### src/iowdt_pkg.sv
package iowdt_pkg;

  localparam logic [15:0] IOWDT_ADDR_DISABLE = 16'h0080;
  localparam logic [15:0] IOWDT_ADDR_INTERVAL = 16'h0443;
  localparam logic [15:0] IOWDT_ADDR_ACTION = 16'h0444;

  localparam int IOWDT_INTERVAL_UNIT_BIT = 7;
  localparam logic [7:0] IOWDT_INTERVAL_RESET = 8'h00;
  localparam logic [2:0] IOWDT_ACTION_RESET = 3'h0;

  localparam logic [2:0] IOWDT_ACT_SYSRST = 3'h0;
  localparam logic [2:0] IOWDT_ACT_IRQ10 = 3'h1;
  localparam logic [2:0] IOWDT_ACT_IRQ15 = 3'h2;
  localparam logic [2:0] IOWDT_ACT_IRQ11 = 3'h3;
  localparam logic [2:0] IOWDT_ACT_NMI = 3'h4;

  localparam int IOWDT_CLK_HZ = 10000000;
  localparam int IOWDT_TICK_S = 1;
  localparam int IOWDT_TICK_CYCLES = IOWDT_CLK_HZ * IOWDT_TICK_S;
  localparam int IOWDT_SEC_PER_MIN = 60;

  typedef struct packed {
    logic sys_reset;
    logic irq10;
    logic irq15;
    logic irq11;
    logic nmi;
  } iowdt_event_t;

  typedef enum logic [1:0] {
    IOWDT_IDLE = 2'h1,
    IOWDT_RUN = 2'h2
  } iowdt_state_t;

endpackage : iowdt_pkg

### src/iowdt_top.sv
`timescale 1ns/1ns
module iowdt_top
  import iowdt_pkg::*;
#(
  parameter int TICK_CYCLES = IOWDT_TICK_CYCLES
) (
  input wire logic CLK,
  input wire logic ARST_N,
  input wire logic [15:0] IO_ADDR,
  input wire logic [7:0] IO_WDATA,
  input wire logic IO_WR,
  input wire logic IO_RD,
  output logic [7:0] IO_RDATA,
  output logic RUNNING,
  output iowdt_event_t EVENT_OUT
);

  // The tick must be a single-cycle pulse, which needs at least two cycles per second.
  if (TICK_CYCLES < 2) begin : g_bad_tick
    $error("TICK_CYCLES must be at least two");
  end

  localparam int CW = 24;
  localparam int TW = (TICK_CYCLES > 1) ? $clog2(TICK_CYCLES) : 1;

  // Total seconds for an interval byte; zero means no time-out.
  function automatic logic [CW-1:0] interval_seconds(input logic [7:0] iv);
    logic [CW-1:0] n;
    n = CW'(iv[6:0]);
    if (iv[IOWDT_INTERVAL_UNIT_BIT]) begin
      interval_seconds = CW'(n * CW'(IOWDT_SEC_PER_MIN));
    end else begin
      interval_seconds = n;
    end
  endfunction : interval_seconds

  logic wr_disable;
  logic wr_interval;
  logic wr_action;
  logic rd_interval;
  assign wr_disable = IO_WR && (IO_ADDR == IOWDT_ADDR_DISABLE);
  assign wr_interval = IO_WR && (IO_ADDR == IOWDT_ADDR_INTERVAL);
  assign wr_action = IO_WR && (IO_ADDR == IOWDT_ADDR_ACTION);
  assign rd_interval = IO_RD && (IO_ADDR == IOWDT_ADDR_INTERVAL);

  logic [7:0] interval_reg;
  logic [2:0] action_reg;
  iowdt_state_t state_reg;
  logic [CW-1:0] count_reg;
  logic [TW-1:0] tick_cnt_reg;
  logic tick;
  logic expire;

  always_ff @(posedge CLK or negedge ARST_N) begin
    if (!ARST_N) begin
      interval_reg <= IOWDT_INTERVAL_RESET;
    end else if (wr_interval) begin
      interval_reg <= IO_WDATA;
    end
  end

  always_ff @(posedge CLK or negedge ARST_N) begin
    if (!ARST_N) begin
      action_reg <= IOWDT_ACTION_RESET;
    end else if (wr_action) begin
      action_reg <= IO_WDATA[2:0];
    end
  end

  always_ff @(posedge CLK or negedge ARST_N) begin
    if (!ARST_N) begin
      IO_RDATA <= 8'h00;
    end else if (rd_interval) begin
      IO_RDATA <= interval_reg;
    end
  end

  // The tick prescaler restarts on every reload so the first second is whole.
  always_ff @(posedge CLK or negedge ARST_N) begin
    if (!ARST_N) begin
      tick_cnt_reg <= '0;
    end else if (rd_interval || state_reg != IOWDT_RUN || tick) begin
      tick_cnt_reg <= '0;
    end else begin
      tick_cnt_reg <= tick_cnt_reg + TW'(1);
    end
  end
  assign tick = (state_reg == IOWDT_RUN) && (tick_cnt_reg == TW'(TICK_CYCLES - 1));

  assign expire = (state_reg == IOWDT_RUN) && tick && (count_reg == CW'(1)) && !wr_disable
    && !rd_interval;

  // A disable write wins over a same-cycle read; that read does not reload, so the timer stays idle.
  always_ff @(posedge CLK or negedge ARST_N) begin
    if (!ARST_N) begin
      state_reg <= IOWDT_IDLE;
      count_reg <= '0;
    end else if (wr_disable) begin
      state_reg <= IOWDT_IDLE;
    end else if (rd_interval) begin
      state_reg <= IOWDT_RUN;
      count_reg <= interval_seconds(interval_reg);
    end else begin
      case (state_reg)
        IOWDT_IDLE: begin
          state_reg <= IOWDT_IDLE;
        end
        IOWDT_RUN: begin
          if (expire) begin
            state_reg <= IOWDT_IDLE;
            count_reg <= '0;
          end else if (tick && count_reg != '0) begin
            count_reg <= count_reg - CW'(1);
          end
        end
        default: begin
          state_reg <= IOWDT_IDLE;
        end
      endcase
    end
  end

  // Expiry raises the selected action as a one-cycle pulse.
  always_ff @(posedge CLK or negedge ARST_N) begin
    if (!ARST_N) begin
      EVENT_OUT <= '0;
    end else begin
      EVENT_OUT <= '0;
      if (expire) begin
        case (action_reg)
          IOWDT_ACT_SYSRST: EVENT_OUT.sys_reset <= 1'b1;
          IOWDT_ACT_IRQ10: EVENT_OUT.irq10 <= 1'b1;
          IOWDT_ACT_IRQ15: EVENT_OUT.irq15 <= 1'b1;
          IOWDT_ACT_IRQ11: EVENT_OUT.irq11 <= 1'b1;
          IOWDT_ACT_NMI: EVENT_OUT.nmi <= 1'b1;
          default: EVENT_OUT <= '0;
        endcase
      end
    end
  end

  assign RUNNING = (state_reg == IOWDT_RUN);

  chk_interval_load: assert property (@(posedge CLK) disable iff (!ARST_N)
    wr_interval |=> interval_reg == $past(IO_WDATA))
    else $error("interval not loaded");
  chk_action_load: assert property (@(posedge CLK) disable iff (!ARST_N)
    wr_action |=> action_reg == $past(IO_WDATA[2:0]))
    else $error("action not loaded");
  chk_disable_stops: assert property (@(posedge CLK) disable iff (!ARST_N)
    wr_disable |=> !RUNNING && EVENT_OUT == '0)
    else $error("disable did not stop");
  chk_read_reload: assert property (@(posedge CLK) disable iff (!ARST_N)
    rd_interval && !wr_disable |=> RUNNING && tick_cnt_reg == '0 && IO_RDATA == $past(interval_reg))
    else $error("read did not reload");
  chk_rdata_holds: assert property (@(posedge CLK) disable iff (!ARST_N)
    !rd_interval |=> $stable(IO_RDATA))
    else $error("read data changed without a read");
  chk_seconds_mode: assert property (@(posedge CLK) disable iff (!ARST_N)
    rd_interval && !wr_disable && !interval_reg[7] |=> count_reg == CW'($past(interval_reg[6:0])))
    else $error("seconds count wrong");
  chk_minutes_mode: assert property (@(posedge CLK) disable iff (!ARST_N)
    rd_interval && !wr_disable && interval_reg[7]
    |=> count_reg == CW'($past(interval_reg[6:0])) * CW'(60))
    else $error("minutes count wrong");
  chk_expiry_event: assert property (@(posedge CLK) disable iff (!ARST_N)
    expire && action_reg == IOWDT_ACT_NMI |=> EVENT_OUT.nmi && !RUNNING)
    else $error("expiry action wrong");
  chk_event_cause: assert property (@(posedge CLK) disable iff (!ARST_N)
    EVENT_OUT != '0 |-> $past(expire))
    else $error("event without expiry");
  chk_tick_period: assert property (@(posedge CLK) disable iff (!ARST_N)
    tick |=> !tick)
    else $error("tick too fast");
  chk_idle_quiet: assert property (@(posedge CLK) disable iff (!ARST_N)
    !RUNNING && !rd_interval |=> !RUNNING)
    else $error("started without read");
  chk_zero_never: assert property (@(posedge CLK) disable iff (!ARST_N)
    RUNNING && count_reg == '0 && !wr_disable && !rd_interval
    |=> RUNNING && count_reg == '0 && EVENT_OUT == '0)
    else $error("zero interval expired");
  chk_count_step: assert property (@(posedge CLK) disable iff (!ARST_N)
    tick && count_reg > CW'(1) && !wr_disable && !rd_interval
    |=> RUNNING && count_reg == $past(count_reg) - CW'(1))
    else $error("count did not step on tick");

  // Each listed action code drives exactly one event line; codes above NMI stay silent.
  chk_reset_event: assert property (@(posedge CLK) disable iff (!ARST_N)
    expire && action_reg == IOWDT_ACT_SYSRST |=> EVENT_OUT == iowdt_event_t'(5'h10))
    else $error("reset action wrong");
  chk_irq10_event: assert property (@(posedge CLK) disable iff (!ARST_N)
    expire && action_reg == IOWDT_ACT_IRQ10 |=> EVENT_OUT == iowdt_event_t'(5'h08))
    else $error("first interrupt action wrong");
  chk_irq15_event: assert property (@(posedge CLK) disable iff (!ARST_N)
    expire && action_reg == IOWDT_ACT_IRQ15 |=> EVENT_OUT == iowdt_event_t'(5'h04))
    else $error("second interrupt action wrong");
  chk_irq11_event: assert property (@(posedge CLK) disable iff (!ARST_N)
    expire && action_reg == IOWDT_ACT_IRQ11 |=> EVENT_OUT == iowdt_event_t'(5'h02))
    else $error("third interrupt action wrong");
  chk_unused_action: assert property (@(posedge CLK) disable iff (!ARST_N)
    expire && action_reg > IOWDT_ACT_NMI |=> EVENT_OUT == '0 && !RUNNING)
    else $error("unlisted action raised an event");

  // Scenarios that the bench reaches, except cov_refresh: the bench reads two cycles after the disable write, not one.
  cov_reset_event: cover property (@(posedge CLK) disable iff (!ARST_N) EVENT_OUT.sys_reset);
  cov_nmi_event: cover property (@(posedge CLK) disable iff (!ARST_N) EVENT_OUT.nmi);
  cov_minutes_load: cover property (@(posedge CLK) disable iff (!ARST_N)
    rd_interval && interval_reg[IOWDT_INTERVAL_UNIT_BIT]);
  cov_irq_event: cover property (@(posedge CLK) disable iff (!ARST_N) EVENT_OUT.irq15);
  cov_refresh: cover property (@(posedge CLK) disable iff (!ARST_N)
    RUNNING && wr_disable ##1 rd_interval);

endmodule : iowdt_top

### config.mk
export PLATFORM = sky130hd
export DESIGN_NAME = iowdt_top
export DESIGN_NICKNAME = d
export VERILOG_FILES = /design/src/iowdt_pkg.sv /design/src/iowdt_top.sv
export SDC_FILE = /design/constraint.sdc
export NUM_CORES = 1
export LEC_CHECK = 0
export ABC_AREA = 0
export BUFFER_PORTS_ARGS = -buffer_cell sky130_fd_sc_hd__clkbuf_2
export CAP_MARGIN = 20
export CORE_AREA = 2 2 100 102
export CTS_CLUSTER_DIAMETER = 100
export DETAILED_ROUTE_END_ITERATION = 12
export DIE_AREA = 0 0 102 104
export PLACE_DENSITY_LB_ADDON = 0.1
export SETUP_SLACK_MARGIN = 0.15
export SLEW_MARGIN = 40
export SYNTH_ARGS = -nofsm -noshare
export SYNTH_HDL_FRONTEND = slang
export SYNTH_SLANG_ARGS = --single-unit
### constraint.sdc
create_clock -name CLK -period 3 [get_ports CLK]
set_input_delay 0.15 -clock CLK [delete_from_list [all_inputs] [get_ports CLK]]
set_output_delay 0.15 -clock CLK [all_outputs]
set_load 0.005 [all_outputs]
==> flow_summary_export.csv <==
group,metric,value,unit
global_route,grt_overflow,0,
synth,synthMostInstantiatedCell,"dfrtp_1",
synth,ys_seq_area_share,40.0,%
cts,cts_buffers,9,
synth,yosys.cell_types.count,58,
cts,h-tree-depth,3,
global_route,antenna_found_initial,0,
cts,cts_sinks,74,
sta,period_share,97.6,%
setup_path,cp.arrival,3.16,ns
finish,area_growth,19.3,%
finish,fillers,877,
finish,fin_area,0.00552,mm^2
setup_path,reg2reg_depth,10,
sta,setup_slack,0.0734,ns
floorplan,fp.dieW,102,um
floorplan,start_util,48.5,%
setup_path,startpoint_type,"flop",
synth,syn_area_per_cell,9.39,um^2
power_and_ir_drop,cellPowerDensity,354,mW/mm^2
placed_design,post-place-ws,-0.000990,ns
setup_path,cp-end-kind,"flop",
finish,final_cells,703,
sta,finalSetupViolCount,0,
synth,yosys-top-cells-count,"dfrtp_1 (73), nor2_1 (51), inv_1 (40), nand2_1 (40), o21ai_0 (31)",
setup_path,worstReg2RegStart,"interval_reg[1]",
setup_path,required,3.23,ns
global_route,grt_pass1_vias,3957,
setup_path,critPathLaunch,"interval_reg[1]",
cts,ctsLongestPathBuffers,2,
sta,rsz0062_at_grt,"yes",
detailed_routing,num_vias,3875,
global_route,grt_use_total,22.4,%
placed_design,place_congestion,0.865,
detailed_routing,drcViolationCount,0,
detailed_routing,viasPerCell,5.51,
synth,synth_edf_count,0,
setup_path,crit_path_max_fanout,3,
detailed_routing,wire_per_inst,15.7,um
finish,fin_util,57.8,%
finish,fin_nets,622,
placed_design,dp.cells,682,
setup_path,r2r_setup_slack,0.07,ns
floorplan,core.rowCount,36,
global_route,grt_max_degree,75,
setup_path,critical_path_class,"reg -> reg",
sta,tns,0,ns
sta,slew-limit-headroom,54.8,%
sta,worst_pin_slew,0.678,ns
setup_path,crit_end,"count_reg[10]",
detailed_routing,routed_wirelength,11.1,mm
synth,syn-num-nets,550,
synth,netlist.area_leader.share,39.5,%
synth,synth.largest_area_cell,"dfrtp_1",
placed_design,post-dp-hpwl,7.97,mm
sta,drv_slew,0,
outcome,status,"complete, no violations",
sta,min_period,2.93,ns
synth,synthArstFlopShare,100,%
power_and_ir_drop,irDropWorstVdd,0.253,mV
placed_design,portBuffers,41,
sta,max_freq,0.342,GHz
power_and_ir_drop,p_leak,2.48,nW
cts,insertion_delay,0.36,ns
hold_path,min_path_type,"in -> reg",
placed_design,placed_area,0.00518,mm^2
cts,tritoncts,"built",
sta,fin_skew,0.00994,ns
cts,path_clk_slew,0.08,ns
setup_path,r2r-end,"count_reg[10]",
synth,yosys_warnings,0,
synth,synth-main-ff-cell,"dfrtp_1",
synth,netlist_instances,493,
floorplan,die_h,104,um
job,maxCapViolCount,0,
global_route,grt_pass1_wl,18.9,mm
detailed_routing,first_pass_iters,4,
synth,syn_area,0.00463,mm^2
floorplan,ioPinCount,42,
floorplan,die_area,0.0106,mm^2
finish,drive_gt1_share,23.0,%
detailed_routing,ant_nets,0,
cts,cts_root_buffer,"clkbuf_8",
finish,antenna_cells,0,
synth,ys_ff_latch,74,
floorplan,core,0.00955,mm^2
detailed_routing,drtIter0Drc,155,
synth,synth_area_leaders,"dfrtp_1 (39%), ha_1 (4.9%), fa_1 (4.8%)",
sta,hold_viol,0,
-- metal layers --
metal | track usage [%] | vias to the layer above | part of all wire (%)
met3 | 3.97 | 16 | 3.2
met2 | 36.8 | 72 | 50
met1 | 29.4 | 1875 | 46
met5 | 0 | - | 0
met4 | 8.29 | 0 | 1.6
li1 | - | 1912 | -
-- critical path: stages, from the launching register on --
cell and delay, ns:
dfrtp_1 0.42, fa_1 0.52, fa_1 0.52, inv_1 0.06, fa_2 0.35, nand2b_4 0.17, a21oi_4 0.20, o21ai_2 0.08
and4b_1 0.21, a221oi_2 0.19, o21ai_1 0.08
-- cell families after synthesis --
logic type | Yosys count | synth area share (%)
buffers and inverters | 53 | 4.59
adders and majority gates | 29 | 9.62
and+or+nand+nor | 200 | 24.2
xor gates and xnor gates | 26 | 4.92
AOI/OAI and AO/OA | 100 | 14.0
DFF | 74 | 40.0
muxes | 11 | 2.68
-- final cells by class --
class                           count  area [um^2]  share of cell area (%)
Clock buffer                       10          138                    2.49
Clock inverter                      6         88.8                    1.61
Inverter                           40          155                    2.81
Multi-Input combinational cell    366         2650                    47.9
Sequential cell                    74         1850                    33.6
Tap cell                          133          166                    3.01
Timing Repair Buffer               74          474                    8.59
-- cell usage in the layout, fill, tap and decap left out, types with 6 or more instances in the layout --
cell      instances
mux2_2           11
a21oi_1          14
and3_1            7
fa_1             10
inv_1            36
nor2_1           51
nor3_1           17
dfrtp_1          73
a21o_1            6
a22oi_1           8
buf_4            31
xnor2_1          11
nor2b_1           6
o21ai_0          27
ha_1             14
clkbuf_2         40
clkbuf_8         10
nor4_1            8
xor2_1           15
nand3_1          18
nor3b_1           6
nand2_1          40
nand4_1          15
a211oi_1          7
-- through the flow --
stage	hold WS [ns]	total power (W)
CTS	0.00972	0.00198
global placement	0.365	0.00107
finish	0.0146	0.00195
global route	0.0144	0.00202
detailed placement	0.234	0.00107
floorplan	-0.146	0.00102
-- power breakdown --
part	leakage, nW	internal, W	switching (W)	total [W]
combinational	1.38	0.0000186	0.0000340	0.0000526
sequential	0.994	0.000997	0.000000113	0.000997
clock	0.109	0.000492	0.000412	0.000905
-- timing repair --
action / in CTS / in global routing
pin swaps: 2 / 16
endpoints found under the setup margin: 5 / 6
resized for setup: 10 / 10
gates cloned: 0 / 0
endpoints found under the hold margin: 73 / 0
hold buffers: 1 / 0
setup buffers: 1 / 3
-- how the worst min path moves through the flow --
stage | to | slack [ns] | from | depth (start not counted)
2_1_floorplan | EVENT_OUT[0] | -0.15 | ARST_N | 0
3_3_place_gp | tick_cnt_reg[2] | 0.37 | ARST_N | 1
3_5_place_dp | count_reg[14] | 0.23 | ARST_N | 1
4_1_cts | interval_reg[3] | 0.01 | IO_WDATA[3] | 2
5_1_grt | interval_reg[5] | 0.01 | IO_WDATA[5] | 2
6_report | interval_reg[4] | 0.01 | IO_WDATA[4] | 2
(Power assumes the default switching activity.)
